## src/inc/tsit_pkg.sv

```systemverilog
// constants and helpers shared by the scan interval timer
package tsit_pkg;

  // register offsets on the 8-bit register port
  localparam logic [7:0] ADDR_SCAN_INTERVAL_TIMER = 8'h0F;
  localparam logic [7:0] ADDR_INTERVAL_TIMER_CLOCK_SELECT = 8'h10;
  localparam logic [7:0] ADDR_CONVERTER_CLOCK_SELECT = 8'h11;

  // reset values
  localparam logic [7:0] RST_SCAN_INTERVAL_TIMER = 8'h40;
  localparam logic [7:0] RST_INTERVAL_TIMER_CLOCK_SELECT = 8'h81;
  localparam logic [7:0] RST_CONVERTER_CLOCK_SELECT = 8'h81;

  // scan_interval_timer fields
  localparam int TOUCH_DELAY_EN_BIT = 7;
  localparam int TOUCH_DELAY_CODE_LSB = 4;
  localparam int AUTO_DELAY_EN_BIT = 3;
  localparam int AUTO_DELAY_CODE_LSB = 0;
  localparam int DELAY_CODE_W = 3;

  // clock select register fields (same layout in both)
  localparam int CLK_SRC_EXT_BIT = 7;
  localparam int CLK_DIV_LSB = 0;
  localparam int CLK_DIV_W = 7;

  // timing
  localparam int CLK_SYS_PERIOD_NS = 40;
  localparam int CONV_MIN_PULSE_NS = 40;
  localparam logic [6:0] OSC_TIMER_PRESCALE = 7'h08;
  localparam int TICKS_PER_MS = 1000;
  localparam int MS_CODE_ZERO_MS = 8;
  localparam int MIN_UNIT_TICKS = 67108864;
  localparam int INTERVAL_CNT_W = 30;
  localparam int RATIO_W = 8;

  typedef enum logic [0:0] {
    TSIT_IDLE = 1'b0,
    TSIT_DELAY = 1'b1
  } tsit_state_e;

  // divider field: N divides by N, zero divides by 128
  function automatic logic [RATIO_W-1:0] div_ratio(input logic [CLK_DIV_W-1:0] field);
    div_ratio = (field == 7'h00) ? 8'h80 : {1'b0, field};
  endfunction : div_ratio

endpackage : tsit_pkg

```

## src/hw/tsit_interval_timer.sv

```systemverilog
// scan interval timer with delay-timer and converter clock selection
//
// Notes on behaviour
// - touch delay inserted only when scan_interval_timer bit 7 set; resets off.
// - touch code 0 is 8 ms, codes 1..7 are 1..7 ms; reset code 4.
// - auto delay applied only when scan_interval_timer bit 3 set; resets off.
// - auto code k gives (2k+1) units of 2^26 ticks, 1.12 to 16.78 min.
// - delay used in every self-controlled mode; host mode only for XY sets.
// - delay runs from end of one data set to start of next.
// - timer clock bit 0 selects oscillator, 1 selects master clock; reset 1.
// - master clock divided by 7-bit field, zero meaning 128; reset 1.
// - delay timer clock never clocks conversions.
// - converter clock bit 0 selects oscillator, 1 master clock; reset 1.
// - converter divider N or 128; software keeps pulses above 40 ns.
// - converter and state-machine timers use converter clock, delay its own.
// - oscillator-timed delays scale with oscillator, divided by eight.
`timescale 1ns/10ps
`default_nettype none
module tsit_interval_timer #(
  parameter int TICKS_PER_MS = tsit_pkg::TICKS_PER_MS,
  parameter int MIN_UNIT_TICKS = tsit_pkg::MIN_UNIT_TICKS
) (
  input wire logic clk_sys,
  input wire logic rst,
  input wire logic ce,
  input wire logic wr_en,
  input wire logic rd_en,
  input wire logic [7:0] addr,
  input wire logic [7:0] wr_data,
  output logic [7:0] rd_data,
  input wire logic osc_in,
  input wire logic mclk_in,
  input wire logic set_done,
  input wire logic set_is_touch,
  input wire logic self_mode,
  input wire logic host_xy_set,
  output logic start_ok,
  output logic interval_busy,
  output logic conv_clk_tick,
  output logic conv_src_ext
);

  ////////////////////////////////////////////////////////////////////////////
  // registers

  logic [7:0] scan_interval_timer;
  logic [7:0] interval_timer_clock_select;
  logic [7:0] converter_clock_select;

  wire logic hit_scan;
  wire logic hit_tclk;
  wire logic hit_cclk;
  wire logic [7:0] rd_mux;

  assign hit_scan = addr == tsit_pkg::ADDR_SCAN_INTERVAL_TIMER;
  assign hit_tclk = addr == tsit_pkg::ADDR_INTERVAL_TIMER_CLOCK_SELECT;
  assign hit_cclk = addr == tsit_pkg::ADDR_CONVERTER_CLOCK_SELECT;
  // unmapped addresses read as zero
  assign rd_mux = hit_scan ? scan_interval_timer :
                  hit_tclk ? interval_timer_clock_select :
                  hit_cclk ? converter_clock_select : 8'h00;

  always_ff @(posedge clk_sys) begin
    if (rst) begin
      scan_interval_timer <= tsit_pkg::RST_SCAN_INTERVAL_TIMER;
      interval_timer_clock_select <= tsit_pkg::RST_INTERVAL_TIMER_CLOCK_SELECT;
      converter_clock_select <= tsit_pkg::RST_CONVERTER_CLOCK_SELECT;
      rd_data <= 8'h00;
    end else if (ce) begin
      if (wr_en && hit_scan) begin
        scan_interval_timer <= wr_data;
      end
      if (wr_en && hit_tclk) begin
        interval_timer_clock_select <= wr_data;
      end
      if (wr_en && hit_cclk) begin
        converter_clock_select <= wr_data;
      end
      if (rd_en) begin
        rd_data <= rd_mux;
      end
    end
  end

  ////////////////////////////////////////////////////////////////////////////
  // field decode

  wire logic touch_en;
  wire logic auto_en;
  wire logic [2:0] touch_code;
  wire logic [2:0] auto_code;
  wire logic tmr_src_ext;
  wire logic [6:0] tmr_div;
  wire logic [6:0] conv_div;

  assign touch_en = scan_interval_timer[tsit_pkg::TOUCH_DELAY_EN_BIT];
  assign auto_en = scan_interval_timer[tsit_pkg::AUTO_DELAY_EN_BIT];
  assign touch_code = scan_interval_timer[tsit_pkg::TOUCH_DELAY_CODE_LSB +: 3];
  assign auto_code = scan_interval_timer[tsit_pkg::AUTO_DELAY_CODE_LSB +: 3];
  assign tmr_src_ext = interval_timer_clock_select[tsit_pkg::CLK_SRC_EXT_BIT];
  assign tmr_div = interval_timer_clock_select[tsit_pkg::CLK_DIV_LSB +: 7];
  assign conv_div = converter_clock_select[tsit_pkg::CLK_DIV_LSB +: 7];

  ////////////////////////////////////////////////////////////////////////////
  // source edges; pins are synchronous to clk_sys, so no synchroniser.
  // limitation: both sources must stay below half of clk_sys.

  logic osc_q;
  logic mclk_q;
  wire logic osc_edge;
  wire logic mclk_edge;

  assign osc_edge = osc_in & ~osc_q;
  assign mclk_edge = mclk_in & ~mclk_q;

  always_ff @(posedge clk_sys) begin
    if (rst) begin
      osc_q <= 1'b0;
      mclk_q <= 1'b0;
    end else if (ce) begin
      osc_q <= osc_in;
      mclk_q <= mclk_in;
    end
  end

  ////////////////////////////////////////////////////////////////////////////
  // dividers

  wire logic tmr_mclk_tick;
  wire logic tmr_osc_tick;
  wire logic conv_mclk_tick;

  tsit_clk_div u_tmr_mclk_div (
    .clk_sys(clk_sys),
    .rst(rst),
    .ce(ce),
    .src_edge(mclk_edge),
    .div_field(tmr_div),
    .tick(tmr_mclk_tick)
  );

  // oscillator over eight stands in for the 1 MHz tick
  tsit_clk_div u_tmr_osc_div (
    .clk_sys(clk_sys),
    .rst(rst),
    .ce(ce),
    .src_edge(osc_edge),
    .div_field(tsit_pkg::OSC_TIMER_PRESCALE),
    .tick(tmr_osc_tick)
  );

  tsit_clk_div u_conv_mclk_div (
    .clk_sys(clk_sys),
    .rst(rst),
    .ce(ce),
    .src_edge(mclk_edge),
    .div_field(conv_div),
    .tick(conv_mclk_tick)
  );

  ////////////////////////////////////////////////////////////////////////////
  // converter clock, independent of the delay-timer selection

  assign conv_src_ext = converter_clock_select[tsit_pkg::CLK_SRC_EXT_BIT];

  always_ff @(posedge clk_sys) begin
    if (rst) begin
      conv_clk_tick <= 1'b0;
    end else if (ce) begin
      // oscillator edge registered once, so it leads the master clock tick, which the divider registers first, by one cycle
      conv_clk_tick <= conv_src_ext ? conv_mclk_tick : osc_edge;
    end
  end

  ////////////////////////////////////////////////////////////////////////////
  // delay targets in timer ticks

  function automatic logic [tsit_pkg::INTERVAL_CNT_W-1:0] touch_ticks(input logic [2:0] code);
    int unsigned t;
    t = (code == 3'h0) ? tsit_pkg::MS_CODE_ZERO_MS * TICKS_PER_MS
                       : 32'(code) * TICKS_PER_MS;
    touch_ticks = t[tsit_pkg::INTERVAL_CNT_W-1:0];
  endfunction : touch_ticks

  function automatic logic [tsit_pkg::INTERVAL_CNT_W-1:0] auto_ticks(input logic [2:0] code);
    int unsigned t;
    t = (32'(code) * 32'h2 + 32'h1) * MIN_UNIT_TICKS;
    auto_ticks = t[tsit_pkg::INTERVAL_CNT_W-1:0];
  endfunction : auto_ticks

  ////////////////////////////////////////////////////////////////////////////
  // interval state machine

  tsit_pkg::tsit_state_e state;
  tsit_pkg::tsit_state_e next_state;

  logic [tsit_pkg::INTERVAL_CNT_W-1:0] tick_cnt;
  logic [tsit_pkg::INTERVAL_CNT_W-1:0] target;
  logic sel_ext_q;

  wire logic timed_mode;
  wire logic delay_wanted;
  wire logic tmr_tick;
  wire logic [tsit_pkg::INTERVAL_CNT_W-1:0] cnt_inc;
  wire logic expire;
  wire logic [tsit_pkg::INTERVAL_CNT_W-1:0] next_target;

  assign timed_mode = self_mode | host_xy_set;
  assign delay_wanted = timed_mode & (set_is_touch ? touch_en : auto_en);
  assign next_target = set_is_touch ? touch_ticks(touch_code) : auto_ticks(auto_code);
  // selection latched per interval
  assign tmr_tick = sel_ext_q ? tmr_mclk_tick : tmr_osc_tick;
  assign cnt_inc = tick_cnt + 30'h00000001;
  assign expire = (state == tsit_pkg::TSIT_DELAY) && tmr_tick && (cnt_inc >= target);

  always_comb begin
    next_state = state;
    unique case (state)
      tsit_pkg::TSIT_IDLE: begin
        if (set_done && delay_wanted) begin
          next_state = tsit_pkg::TSIT_DELAY;
        end
      end
      tsit_pkg::TSIT_DELAY: begin
        if (set_done && !delay_wanted) begin
          next_state = tsit_pkg::TSIT_IDLE;
        end else if (!set_done && expire) begin
          next_state = tsit_pkg::TSIT_IDLE;
        end
      end
    endcase
  end

  always_ff @(posedge clk_sys) begin
    if (rst) begin
      state <= tsit_pkg::TSIT_IDLE;
      tick_cnt <= 30'h00000000;
      target <= 30'h00000000;
      sel_ext_q <= tsit_pkg::RST_INTERVAL_TIMER_CLOCK_SELECT[tsit_pkg::CLK_SRC_EXT_BIT];
      start_ok <= 1'b0;
    end else if (ce) begin
      state <= next_state;
      if (set_done) begin
        tick_cnt <= 30'h00000000;
        target <= next_target;
        sel_ext_q <= tmr_src_ext;
      end else if (state == tsit_pkg::TSIT_DELAY && tmr_tick) begin
        tick_cnt <= cnt_inc;
      end
      // no delay wanted: next set may start at once
      start_ok <= set_done ? !delay_wanted : expire;
    end
  end

  assign interval_busy = state == tsit_pkg::TSIT_DELAY;

endmodule : tsit_interval_timer
`default_nettype wire

```

## src/hw/tsit_clk_div.sv

```systemverilog
// clock-enable divider counting rising edges of a sampled source
`timescale 1ns/10ps
`default_nettype none
module tsit_clk_div (
  input wire logic clk_sys,
  input wire logic rst,
  input wire logic ce,
  input wire logic src_edge,
  input wire logic [6:0] div_field,
  output logic tick
);

  logic [tsit_pkg::RATIO_W-1:0] cnt;
  wire logic [tsit_pkg::RATIO_W-1:0] ratio;
  wire logic [tsit_pkg::RATIO_W-1:0] cnt_inc;
  wire logic wrap;

  assign ratio = tsit_pkg::div_ratio(div_field);
  assign cnt_inc = cnt + 8'h01;
  // >= so a ratio lowered mid-count still wraps at once
  assign wrap = cnt_inc >= ratio;

  always_ff @(posedge clk_sys) begin
    if (rst) begin
      cnt <= 8'h00;
      tick <= 1'b0;
    end else if (ce) begin
      tick <= src_edge & wrap;
      if (src_edge) begin
        cnt <= wrap ? 8'h00 : cnt_inc;
      end
    end
  end

endmodule : tsit_clk_div
`default_nettype wire

```

## config.mk

```make
export PLATFORM = sky130hd
export DESIGN_NAME = tsit_interval_timer
export DESIGN_NICKNAME = d
export VERILOG_FILES = /design/src/inc/tsit_pkg.sv /design/src/hw/tsit_interval_timer.sv /design/src/hw/tsit_clk_div.sv
export SDC_FILE = /design/constraint.sdc
export NUM_CORES = 1
export LEC_CHECK = 0
export ABC_AREA = 0
export BUFFER_PORTS_ARGS = -buffer_cell sky130_fd_sc_hd__buf_4
export CAP_MARGIN = 20
export CORE_MARGIN = 3
export CORE_UTILIZATION = 60
export CTS_CLUSTER_DIAMETER = 150
export DETAILED_ROUTE_END_ITERATION = 8
export PLACE_DENSITY = 0.79
export SYNTH_ARGS = -nofsm -noshare
export SYNTH_HDL_FRONTEND = slang
export SYNTH_SLANG_ARGS = --single-unit
```

## constraint.sdc

```tcl
create_clock -name clk_sys -period 6.3 [get_ports clk_sys]
set_input_delay 1.89 -clock clk_sys [delete_from_list [all_inputs] [get_ports clk_sys]]
set_output_delay 1.89 -clock clk_sys [all_outputs]
set_load 0.01 [all_outputs]
```

=== Word level (Yosys, flattened, before mapping) ===
Cells that the tools add are included.

* Flip-flop bits (word level): 125
* Logic and storage cells: 83
* Output and inout port bits: 12
* Input port bits: 27

* Eq/ne operators: 3
* $mul: 1
* Bitwise logic cells: 10
* Order comparisons: 4
* Multiplexer cells: 20
* Reduce and logical (&&, ||, !) cells: 22
* $add $sub $neg: 5

{| class="wikitable"
|+ Operators by type and width
! cell !! number
|-
| 2-to-1 mux 30 bit || 3
|-
| 2-to-1 mux 8 bit || 8
|-
| adder 30 x 1 -> 30 bit (second input constant) || 1
|-
| greater-or-equal comparator 30 bit || 1
|-
| adder 8 x 1 -> 8 bit (second input constant) || 3
|-
| == test 8 x 5 -> 1 bit (second input constant) || 2
|-
| greater-or-equal comparator 8 bit || 2
|-
| AND reduction 2 bit || 8
|-
| logical NOT 7 bit || 2
|-
| 2-to-1 mux 13 bit || 1
|-
| multiplier 3 x 7 -> 10 bit (second input constant) || 1
|-
| == test 8 x 4 -> 1 bit (second input constant) || 1
|-
| greater-or-equal comparator 8 x 4 -> 1 bit (second input constant) || 1
|-
| logical AND 1 bit || 8
|-
| 2-to-1 mux 1 bit || 7
|-
| bitwise AND 1 bit || 6
|-
| adder 4 x 1 -> 4 bit (second input constant) || 1
|-
| logical NOT 3 bit || 1
|-
| NOT 1 bit || 3
|-
| logical NOT 1 bit || 2
|-
| one-hot mux 1 bit (2 select lines) || 1
|-
| nonzero test 2 bit || 1
|-
| bitwise OR 1 bit || 1
|}

=== Logic depth before layout (Yosys ltp) ===
Gate-level depths: netlist of the first run.

* Depth in word-level cells: 7
* Gate-level depth with buffers: 14
* Mapped depth without buffers: 13

=== Hierarchy ===
From an unflattened synthesis of the first run, not the netlist that was laid out.

* Cells, all modules: 786
* Area, all modules: 6,452.4 um^2

{| class="wikitable"
|+ By module, submodules not included
! module !! area each (um^2) !! times used !! cells each !! sequential area each (um^2)
|-
| tsit_interval_timer || 4,590.7 || 1 || 576 || 1,641.6
|-
| tsit_clk_div || 620.6 || 3 || 70 || 180.2
|}

=== Least setup slack after synthesis of the first run ===
No wires, ideal clock.

* Path kind: input -> register
* Start: input addr[7]
* End: register interval_timer_clock_select[0]
* Required time: 6,181 ps
* Arrival: 3,585 ps
* Library setup time: 119 ps
* Stages: 6
* Buffers on the path: 1
* Setup slack: 2,597 ps
* Cells stage by stage: or3_1 or4_1 buf_2 nor3_4 mux2i_1 nand2_1

* Cells in the longest elaborated chain, start to end: 3

{| class="wikitable"
|+ RTL lines
! what !! RTL line !! text
|-
| start: declaration || tsit_interval_timer.sv:28 || <nowiki>input wire logic [7:0] addr,</nowiki>
|-
| == test 8 x 5 -> 1 bit || tsit_interval_timer.sv:56 || <nowiki>assign hit_tclk = addr == tsit_pkg::ADDR_INTERVAL_TIMER_CLOCK_SELECT;</nowiki>
|-
| logical AND 1 bit || tsit_interval_timer.sv:73 || <nowiki>if (wr_en && hit_tclk) begin</nowiki>
|-
| AND reduction 2 bit (no line) || n/a ||
|-
| end signal: assignment || tsit_interval_timer.sv:66 || <nowiki>interval_timer_clock_select <= tsit_pkg::RST_INTERVAL_TIMER_CLOCK_SELECT;</nowiki>
|-
| end signal: assignment || tsit_interval_timer.sv:74 || <nowiki>interval_timer_clock_select <= wr_data;</nowiki>
|-
| end: declaration || tsit_interval_timer.sv:47 || <nowiki>logic [7:0] interval_timer_clock_select;</nowiki>
|}

No other way between the ends.
A chain may end at the register's enable or synchronous reset.

=== Worst setup path after layout of the first run ===
* Start: register tick_cnt[7] in the netlist's numbering
* End: register start_ok

* Cells in the longest elaborated chain, start to end: 4

{| class="wikitable"
|+ RTL lines
! what !! RTL line !! text
|-
| start: declaration || tsit_interval_timer.sv:197 || <nowiki>logic [tsit_pkg::INTERVAL_CNT_W-1:0] tick_cnt;</nowiki>
|-
| start signal: assignment || tsit_interval_timer.sv:248 || <nowiki>tick_cnt <= cnt_inc;</nowiki>
|-
| adder 30 x 1 -> 30 bit || tsit_interval_timer.sv:213 || <nowiki>assign cnt_inc = tick_cnt + 30'h00000001;</nowiki>
|-
| greater-or-equal comparator 30 bit || tsit_interval_timer.sv:214 || <nowiki>assign expire = (state == tsit_pkg::TSIT_DELAY) && tmr_tick && (cnt_inc >= target);</nowiki>
|-
| logical AND 1 bit || tsit_interval_timer.sv:214 ||
|-
| 2-to-1 mux 1 bit || tsit_interval_timer.sv:251 || <nowiki>start_ok <= set_done ? !delay_wanted : expire;</nowiki>
|-
| end signal: assignment || tsit_interval_timer.sv:251 ||
|-
| end: declaration || tsit_interval_timer.sv:37 || <nowiki>output logic start_ok,</nowiki>
|}

No other way between the ends.

==> metrics, run 1 <==
dpl hpwl 10400 µm; Mapped Nets 827; number of max-cap violations 0; portion of the clock cycle consumed by the worst path in the final layout 0.615; leading post-synthesis cells by cell area dfxtp_1, ha_1, nor2_1, nand2_1, a21oi_1; worst setup path endpoint start_ok; number of warning messages in the yosys log 0; power density over the cells 186 mW/mm²; worst IR drop on VDD 134 µV; Area Growth Syn to Fin 8.01%; aggregate routed wire length 14200 µm; hold crit path type reg2reg; RSZ-0062 raised after global routing false; GRT overflow 0; Tightest Pin Transition 0.883 ns; clock tree buffer depth 2; largest fanout of any net on the critical path 7; type of element launching the critical path flip-flop; Register-to-Register Path Depth 13; Min Clock Period, post-route 3.88 ns; Yosys top cell area share 0.348; later-pin clock latency in the skew report 0.40 ns; share of synthesized flip-flops with an asynchronous set or reset 0; Pre-antenna DRT Iters 5; Avg Synthesized Cell Area 8.36 µm²; routed wirelength normalized by instance count 15.7 µm; number of I/O pins 39; total negative slack 0 ns; launching element of the worst setup path tick_cnt[7]; highest achievable clock rate 258 MHz; DRT antenna net count 0; worst setup path category reg2reg; H-tree lvl count 3; number of buffer cells added on primary ports 38; synthesized netlist cell count 751; clock tree from TritonCTS done; vias in the first global route 5173; predominant post-synthesis flop cell dfxtp_1; first-pass GRT wire length 23900 µm; count of unresolved DRC violations after routing 0; Max-slew headroom 0.407; initial core utilization 0.631; clock buffer count from CTS 9; minimum hold slack 0.460 ns; synthesized area 0.00628 mm²; # resized after CTS 0; arrival time reported for the critical path endpoint 4.12 ns; Die Footprint 0.0117 mm²; Total Nets Final 843; internal reg-to-reg setup slack 2.42 ns; most used standard cells in the synthesized netlist dfxtp_1, nor2_1, nand2_1; FF-to-FF End start_ok; number of failing setup endpoints in the final timing report 0; Post-CTS Repair Setup Buffers 0; clock root cell clkbuf_8; Std-Cell Core Area 0.00995 mm²; TritonCTS sink count 109; Worst setup EP type flip-flop; Worst Path Required 6.55 ns; CTS hold repair buffers 0; startpoint of the worst register-to-register path tick_cnt[7]; dominant cell by count in the synthesized netlist dfxtp_1; GRT Util Overall 0.253; number of antenna repair diodes 0; weighted congestion reported at the end of routability-driven placement 0.845; number of rows in the core area 36; outcome completed; overall die height 108 µm; antenna violations before repair 0; clock edge transition at the registers on the reported setup and hold paths 0.10 ns; maximum number of pins on one net before global-route repair 78; Pleak 2.69 nW; number of flops mapped to enable cells by yosys 0; count of final max-slew check failures 0; post-synthesis register bit count 109; Synth area leader dfxtp_1; clk_skew 0.0126 ns; Avg Vias per Cell 6.02; Distinct cells, synth 62; Vias 5444; number of DRC markers in iteration 0 307; Hold Violations, Final 0; share of synthesized area occupied by flip-flops and latches 0.348; width of the die 108 µm; fraction of layout cells with a size suffix above 1 0.102
[kinds of logic after synthesis]
logic type                 count (synthesis)  synth area share
adders and majority gates                 49             0.102
AOI/OAI and AO/OA                        151             0.155
DFF                                      109             0.348
xor gates and xnor gates                  43            0.0600
and+or+nand+nor                          306             0.249
buffers and inverters                     72            0.0514
muxes                                     21            0.0339
[power breakdown]
| part | total, W | switching [W] | internal, W |
|---|---|---|---|
| sequential | 0.000702 | 0.00000565 | 0.000697 |
| combinational | 0.0000820 | 0.0000501 | 0.0000319 |
| clock | 0.000478 | 0.000253 | 0.000226 |
| total | 0.00126 | 0.000308 | 0.000954 |
[registers in the layout (all words and copies together), names as in the netlist, 8 cells and up]
signal / cells
target: 14
u_tmr_osc_div.cnt: 8
u_tmr_mclk_div.cnt: 8
interval_timer_clock_select: 8
converter_clock_select: 8
tick_cnt: 30
u_conv_mclk_div.cnt: 8
scan_interval_timer: 8
rd_data: 8
[metrics by stage]
stage | area (µm²) | setup slack [ns] | utilization | total power, W | cells
after floorplan | 6280 | 2.60 | - | 0.000768 | 751
after CTS | 6780 | 2.43 | 0.681 | 0.00127 | 904
after global placement | 6550 | 2.32 | 0.658 | 0.000797 | 888
after global routing | 6780 | 2.09 | 0.681 | 0.00131 | 905
final | 6780 | 2.42 | 0.681 | 0.00126 | 905
after detailed placement | 6550 | 2.27 | 0.658 | 0.000800 | 888
[cell type report]
type	instances	area (µm²)
inverter	37	139
fill	833	3170
multi-input combinational	570	3770
tap	133	166
clock buffer	9	124
sequential	109	2180
clock inverter	7	98.8
timing repair buffer	40	298
[worst min-delay path by stage]
| stage | start | endpoint | slack, ns | cells past startpoint |
|---|---|---|---|---|
| after global routing | rd_data[7] | rd_data[7] | 0.49 | 2 |
| after CTS | rd_data[7] | rd_data[7] | 0.46 | 2 |
| final | rd_data[7] | rd_data[7] | 0.46 | 2 |
| after floorplan | target[10] | target[10] | 0.43 | 2 |
| after global placement | rd_data[4] | rd_data[4] | 0.45 | 2 |
| after detailed placement | rd_data[7] | rd_data[7] | 0.45 | 2 |
[placed cells by master (no fill, tap or decap), drive strengths merged, types with 4 or more instances in the layout]
cell type and instances:
a21oi 47, nor3b 6, nor3 21, and2 14, nand3 37, nor4 8, a31oi 4, clkbuf 10
and4 10, a22oi 13, fa 4, xor2 17, ha 45, mux2i 19, nand2b 5, a211oi 15
o21ai 29, nand2 79, a22o 15, a21o 11, buf 39, dfxtp 109, nand4 17, and3 13
xnor2 26, inv 37, nor2 86
[critical path, stage by stage (launching register included)]
cell     delay, ns
dfxtp_1       0.45
and4_4        0.28
nand3_2       0.18
nor4_1        0.45
nand4_1       0.16
xnor2_1       0.20
ha_1          0.28
a21o_1        0.19
a21o_1        0.17
a21oi_1       0.28
nand3_1       0.12
or4_1         0.49
nor4_2        0.34
o41ai_1       0.13
[metal layers]
layer,global-route usage,vias to the layer above,wire length (µm)
li1,-,2686,-
met1,0.330,2599,6640
met2,0.420,136,6500
met3,0.0519,23,786
met4,0.0857,0,268
met5,0,-,0
Note: power is estimated with default switching activity, not from simulation.
==> run 2, diff against run 1 <==
--- a/config.mk
+++ b/config.mk
@@ -5,14 +5,14 @@
 export SDC_FILE = /design/constraint.sdc
 export NUM_CORES = 1
 export LEC_CHECK = 0
-export ABC_AREA = 0
+export ABC_AREA = 1
 export BUFFER_PORTS_ARGS = -buffer_cell sky130_fd_sc_hd__buf_4
 export CAP_MARGIN = 20
 export CORE_MARGIN = 3
-export CORE_UTILIZATION = 60
+export CORE_UTILIZATION = 55
 export CTS_CLUSTER_DIAMETER = 150
 export DETAILED_ROUTE_END_ITERATION = 8
-export PLACE_DENSITY = 0.79
+export PLACE_DENSITY = 0.76
 export SYNTH_ARGS = -nofsm -noshare
 export SYNTH_HDL_FRONTEND = slang
 export SYNTH_SLANG_ARGS = --single-unit
==> constraint.sdc (replaced) <==
create_clock -name clk_sys -period 3.2 [get_ports clk_sys]
set_input_delay 0.96 -clock clk_sys [delete_from_list [all_inputs] [get_ports clk_sys]]
set_output_delay 0.96 -clock clk_sys [all_outputs]
set_load 0.01 [all_outputs]
==> run 2 against run 1 <==
Final cell count increased by 15%. Clock-buffer cell count grew 4. Clock power up 130%. Sequential cell count unchanged. Via count up 6.3%. Utilization fell by 4.7 points. Maximum frequency up 42%. Non-clock buffer count is 4 higher. Clock skew decreased by 0.0057 ns. Global-route usage decreased by 0.82 points. Sequential share of layout area decreased by 0.73 points. Critical path depth grew 5. Highest routed layer unchanged.
==> metrics, run 2 <==
largest fanout of any net on the critical path 6; highest achievable clock rate 367 MHz; clock tree buffer depth 2; Pleak 2.88 nW; Pre-antenna DRT Iters 5; H-tree lvl count 3; vias in the first global route 5466; clock buffer count from CTS 9; # resized after CTS 0; share of synthesized area occupied by flip-flops and latches 0.350; number of warning messages in the yosys log 0; part of the power in combinational logic 0.065; Area Growth Syn to Fin 11.4%; clock edge transition at the registers on the reported setup and hold paths 0.07 ns; Tightest Pin Transition 0.674 ns; P_sw 0.000609 W; internal reg-to-reg setup slack 0.48 ns; pre-CTS setup slack 0.475 ns; total negative slack 0 ns; number of DRC markers in iteration 0 447; post-synthesis register bit count 109; Distinct cells, synth 38; maximum number of pins on one net before global-route repair 61; most used standard cells in the synthesized netlist nand2_1, dfxtp_1, inv_1; synthesized area 0.00623 mm²; Avg Synthesized Cell Area 7.23 µm²; sequential fraction of design power 0.516; Hold Violations, Final 0; Post-CTS Repair Setup Buffers 0; antenna violations before repair 0; delay of the slowest cell on the worst path 0.42 ns; Max-slew headroom 0.544; TritonCTS sink count 109; family with the most delay on the worst path simple AND/OR/NAND/NOR gates; power density over the cells 386 mW/mm²; dominant cell by count in the synthesized netlist nand2_1; synthesized netlist cell count 861; fraction of layout cells with a size suffix above 1 0.0959; Largest regs tick_cnt (30), target (14); clock root cell clkbuf_16; standard cell with the maximum stage delay on the critical path dfxtp_1; Avg Vias per Cell 5.58; aggregate routed wire length 15300 µm; number of buffer cells added on primary ports 38; routed wirelength normalized by instance count 14.7 µm; worst IR drop on VDD 374 µV; portion of the clock cycle consumed by the worst path in the final layout 0.851; utilization after layout 0.634; later-pin clock latency in the skew report 0.36 ns; Vias 5788; hold crit path type reg2reg; Worst setup EP type flip-flop; count of final max-slew check failures 0; Die Footprint 0.0126 mm²; RSZ-0062 raised after global routing false; crit path buf inv count 1; number of flops mapped to enable cells by yosys 0; clock network fraction of design power 0.418; register area 0.00218 mm²; dpl hpwl 11700 µm; Biggest register tick_cnt; Total Nets Final 968; clk_skew 0.00689 ns; cell type with the highest occurrence count on the critical path nand2_1; count of unresolved DRC violations after routing 0; Design Area, Final 0.00694 mm²; number of I/O pins 39; total power 0.00268 W; number of max-cap violations 0; share of synthesized flip-flops with an asynchronous set or reset 0; Switching Fraction 0.227; number of failing setup endpoints in the final timing report 0; Std-Cell Core Area 0.0109 mm²; outcome completed; placed standard-cell area 0.00664 mm²; leading post-synthesis cells by cell area dfxtp_1, nand2_1, ha_1, a21oi_1, inv_1; number of antenna repair diodes 0; initial core utilization 0.569; predominant post-synthesis flop cell dfxtp_1; number of rows in the core area 38; Min Clock Period, post-route 2.72 ns; type of element launching the critical path flip-flop; first-pass GRT wire length 25500 µm; GRT Util Overall 0.245; Synth area leader dfxtp_1; footprint of the multi-input gates 0.00355 mm²; overall die height 112 µm; cells along the critical path ha_1 > nand2_1 > nor2_4 > nand2_2 > nor2_4 > nand4_1 > nor3_1 > xor2_1 > inv_1 > ha_1 > nand2_1 > nor2_1 > a211oi_1 > nand2_1 > nand2_1 > nand2_2 > nand2_2 > a21oi_2; CTS hold repair buffers 0; most common cell after layout, fill and taps aside nand2_1; max FFs per register 30; internal power 0.00207 W; Yosys top cell area share 0.350; clock tree from TritonCTS done; weighted congestion reported at the end of routability-driven placement 0.953; arrival time reported for the critical path endpoint 2.94 ns; DRT antenna net count 0; worst setup path category reg2reg; GRT overflow 0; fill cell count 985; Worst Path Required 3.42 ns; top library cells by usage in the layout, fill and taps aside nand2_1, dfxtp_1, inv_1; worst path setup slack after routing 0.477 ns; width of the die 112 µm; Mapped Nets 937
==> run 2: power by group through the flow <==
stage	clock network [W]	registers (W)	logic [W]
2_1_floorplan	0	0.00142	0.0000979
3_3_place_gp	0	0.00141	0.000168
3_5_place_dp	0	0.00142	0.000173
4_1_cts	0.00114	0.00138	0.000173
5_1_grt	0.00119	0.00139	0.000193
6_report	0.00112	0.00138	0.000175
==> run 2: per-layer routing <==
metal	global-route usage	vias up	part of all wire
met3	0.0491	30	0.056
li1	-	2916	-
met4	0.0833	0	0.021
met2	0.406	154	0.47
met5	0	-	0
met1	0.321	2688	0.45
==> run 2: area by class of cell <==
cell class / instances / area share
flip-flops and latches: 109 / 0.315
clock inverters: 3 / 0.00649
inverters: 107 / 0.0579
multi-input cells: 621 / 0.512
clock buffers: 13 / 0.0361
repair buffers: 44 / 0.0476
well taps: 140 / 0.0253
==> run 2: path summary, 6_finish.rpt <==
kind,startpoint,to,cells past startpoint
min,u_tmr_osc_div.cnt[7],u_tmr_osc_div.cnt[7],2
max reg2reg,tick_cnt[0],start_ok,18
max,tick_cnt[0],start_ok,18
min reg2reg,u_tmr_osc_div.cnt[7],u_tmr_osc_div.cnt[7],2
==> run 2: through the flow <==
| stage | cells | hold slack, ns |
|---|---|---|
| detailed placement | 1021 | 0.457 |
| floorplan | 861 | 0.439 |
| global placement | 1021 | 0.449 |
| finish | 1037 | 0.465 |
| CTS | 1037 | 0.467 |
| global route | 1037 | 0.485 |
==> run 2: kinds of logic after synthesis <==
family	count (synthesis)	synth area share
xor+xnor	36	0.0506
flops	109	0.350
fa+ha+maj	49	0.103
simple gates	364	0.259
compound gates	172	0.158
buf+inv	131	0.0792
==> run 2: worst reg2reg max path: stages, from the launching register on <==
cell	delay, ns
dfxtp_1	0.42
ha_1	0.23
nand2_1	0.12
nor2_4	0.15
nand2_2	0.11
nor2_4	0.12
nand4_1	0.13
nor3_1	0.21
xor2_1	0.16
inv_1	0.07
ha_1	0.27
nand2_1	0.09
nor2_1	0.05
a211oi_1	0.16
nand2_1	0.08
nand2_1	0.07
nand2_2	0.06
nand2_2	0.06
a21oi_2	0.04
==> run 3, diff against run 2 <==
--- a/config.mk
+++ b/config.mk
@@ -12,6 +12,7 @@
 export CORE_UTILIZATION = 55
 export CTS_CLUSTER_DIAMETER = 150
 export DETAILED_ROUTE_END_ITERATION = 8
+export GPL_TIMING_DRIVEN = 0
 export PLACE_DENSITY = 0.76
 export SYNTH_ARGS = -nofsm -noshare
 export SYNTH_HDL_FRONTEND = slang
==> run 3 against run 2 <==
Largest cell class unchanged. Critical endpoint unchanged. Sequential cell count unchanged. Register-to-register slack got worse by 0.21 ns. Sequential power about the same. Non-clock buffer count up 17. Highest routed layer unchanged. Clock skew hardly changed. Wire length down 0.13%.
==> metrics, run 3 (same netlist as run 2, synthesis figures left out) <==
outcome completed; family with the most delay on the worst path simple AND/OR/NAND/NOR gates; power density over the cells 393 mW/mm²; footprint of the multi-input gates 0.00355 mm²; count of unresolved DRC violations after routing 0; first-pass GRT wire length 25800 µm; Vias 5758; Std-Cell Core Area 0.0109 mm²; Largest regs tick_cnt (30), target (14); count of final max-slew check failures 0; highest achievable clock rate 341 MHz; aggregate routed wire length 15300 µm; most common cell after layout, fill and taps aside nand2_1; Die Footprint 0.0126 mm²; antenna violations before repair 0; Switching Fraction 0.231; number of I/O pins 39; worst setup path category reg2reg; number of failing setup endpoints in the final timing report 0; Worst setup EP type flip-flop; number of rows in the core area 38; top library cells by usage in the layout, fill and taps aside nand2_1, dfxtp_1, inv_1; cell type with the highest occurrence count on the critical path nand2_1; routed wirelength normalized by instance count 14.5 µm; standard cell with the maximum stage delay on the critical path dfxtp_1; Post-CTS Repair Setup Buffers 0; Worst Path Required 3.49 ns; maximum number of pins on one net before global-route repair 18; sequential fraction of design power 0.503; clock tree from TritonCTS done; fraction of layout cells with a size suffix above 1 0.0908; hold crit path type reg2reg; arrival time reported for the critical path endpoint 3.22 ns; cells along the critical path ha_1 > nand2_1 > nor2_4 > nand2_2 > xnor2_1 > ha_1 > nand2_1 > inv_1 > nand3_1 > or3_1 > o21ai_1 > nand2_1 > nand3_1 > nand2_1 > nand2_1 > nand2_1 > nand2_2 > nand2_2 > a21oi_2; number of buffer cells added on primary ports 37; max FFs per register 30; vias in the first global route 5417; part of the power in combinational logic 0.066; crit path buf inv count 1; minimum hold slack 0.467 ns; # resized after CTS 0; clk_skew 0.00656 ns; fill cell count 1030; worst IR drop on VDD 412 µV; RSZ-0062 raised after global routing false; initial core utilization 0.569; total power 0.00275 W; dpl hpwl 11600 µm; clock network fraction of design power 0.432; clock tree buffer depth 2; CTS hold repair buffers 0; clock edge transition at the registers on the reported setup and hold paths 0.07 ns; clock buffer count from CTS 9; DRT antenna net count 0; Biggest register tick_cnt; later-pin clock latency in the skew report 0.36 ns; GRT overflow 0; Area Growth Syn to Fin 12.4%; number of max-cap violations 0; number of antenna repair diodes 0; Max-slew headroom 0.536; delay of the slowest cell on the worst path 0.42 ns; H-tree lvl count 3; register area 0.00218 mm²; Tightest Pin Transition 0.686 ns; Avg Vias per Cell 5.46; internal power 0.00212 W; type of element launching the critical path flip-flop; Pleak 2.90 nW; overall die height 112 µm; number of DRC markers in iteration 0 444; total negative slack 0 ns; portion of the clock cycle consumed by the worst path in the final layout 0.916; largest fanout of any net on the critical path 6; clock root cell clkbuf_16; GRT Util Overall 0.251; width of the die 112 µm; Pre-antenna DRT Iters 5; Min Clock Period, post-route 2.93 ns; TritonCTS sink count 109; weighted congestion reported at the end of routability-driven placement 0.966; Total Nets Final 985; P_sw 0.000637 W; Hold Violations, Final 0
## run 3: cell types whose count changed in the layout (fill, tap and decap cells not counted)
cell / before / now
buf_1: 0 / 3
buf_4: 44 / 37
clkbuf_8: 1 / 3
clkinv_4: 0 / 2
clkbuf_1: 3 / 20
buf_2: 0 / 1
clkinvlp_4: 2 / 1
## run 3: power by group through the flow
stage | sequential, W | clock (W) | combinational [W]
after floorplan | 0.00142 | 0 | 0.0000979
after global placement | 0.00141 | 0 | 0.000177
after detailed placement | 0.00142 | 0 | 0.000178
after CTS | 0.00138 | 0.00121 | 0.000179
after global routing | 0.00138 | 0.00126 | 0.000201
final | 0.00138 | 0.00119 | 0.000180
## run 3: through the flow
step	instances	utilization	instance area [µm²]	worst slack, ns
4_1_cts	1054	0.640	7000	0.308
5_1_grt	1054	0.640	7000	0.0383
2_1_floorplan	861	-	6230	0.747
3_3_place_gp	1038	0.611	6680	0.354
6_report	1054	0.640	7000	0.268
3_5_place_dp	1038	0.611	6680	0.333
## run 3: path summary, 6_finish.rpt
| path | cells past startpoint | from | slack, ns | end |
|---|---|---|---|---|
| max | 19 | tick_cnt[0] | 0.27 | start_ok |
| min | 2 | osc_q | 0.47 | osc_q |
| max reg2reg | 19 | tick_cnt[0] | 0.27 | start_ok |
| min reg2reg | 2 | osc_q | 0.47 | osc_q |
## run 3: tightest hold or removal path, delay by kind of cell, from the launching register on
kind	cells	cell delay, ns
and+or+nand+nor	1	0.06
AOI/OAI and AO/OA	1	0.05
DFF	1	0.31
## run 3: routing by layer
layer  up-vias  share of wire  GRT usage
met5         -              0          0
met3        23          0.056     0.0604
met2       145           0.45      0.396
met4         0          0.016     0.0745
met1      2619           0.48      0.343
li1       2971              -          -
## run 3: area by class of cell
type / instances / area share
Timing Repair Buffer: 37 / 0.0397
Buffer: 24 / 0.0130
Clock inverter: 4 / 0.00786
Sequential cell: 109 / 0.312
Clock buffer: 12 / 0.0381
Tap cell: 140 / 0.0250
Multi-Input combinational cell: 621 / 0.507
Inverter: 107 / 0.0574
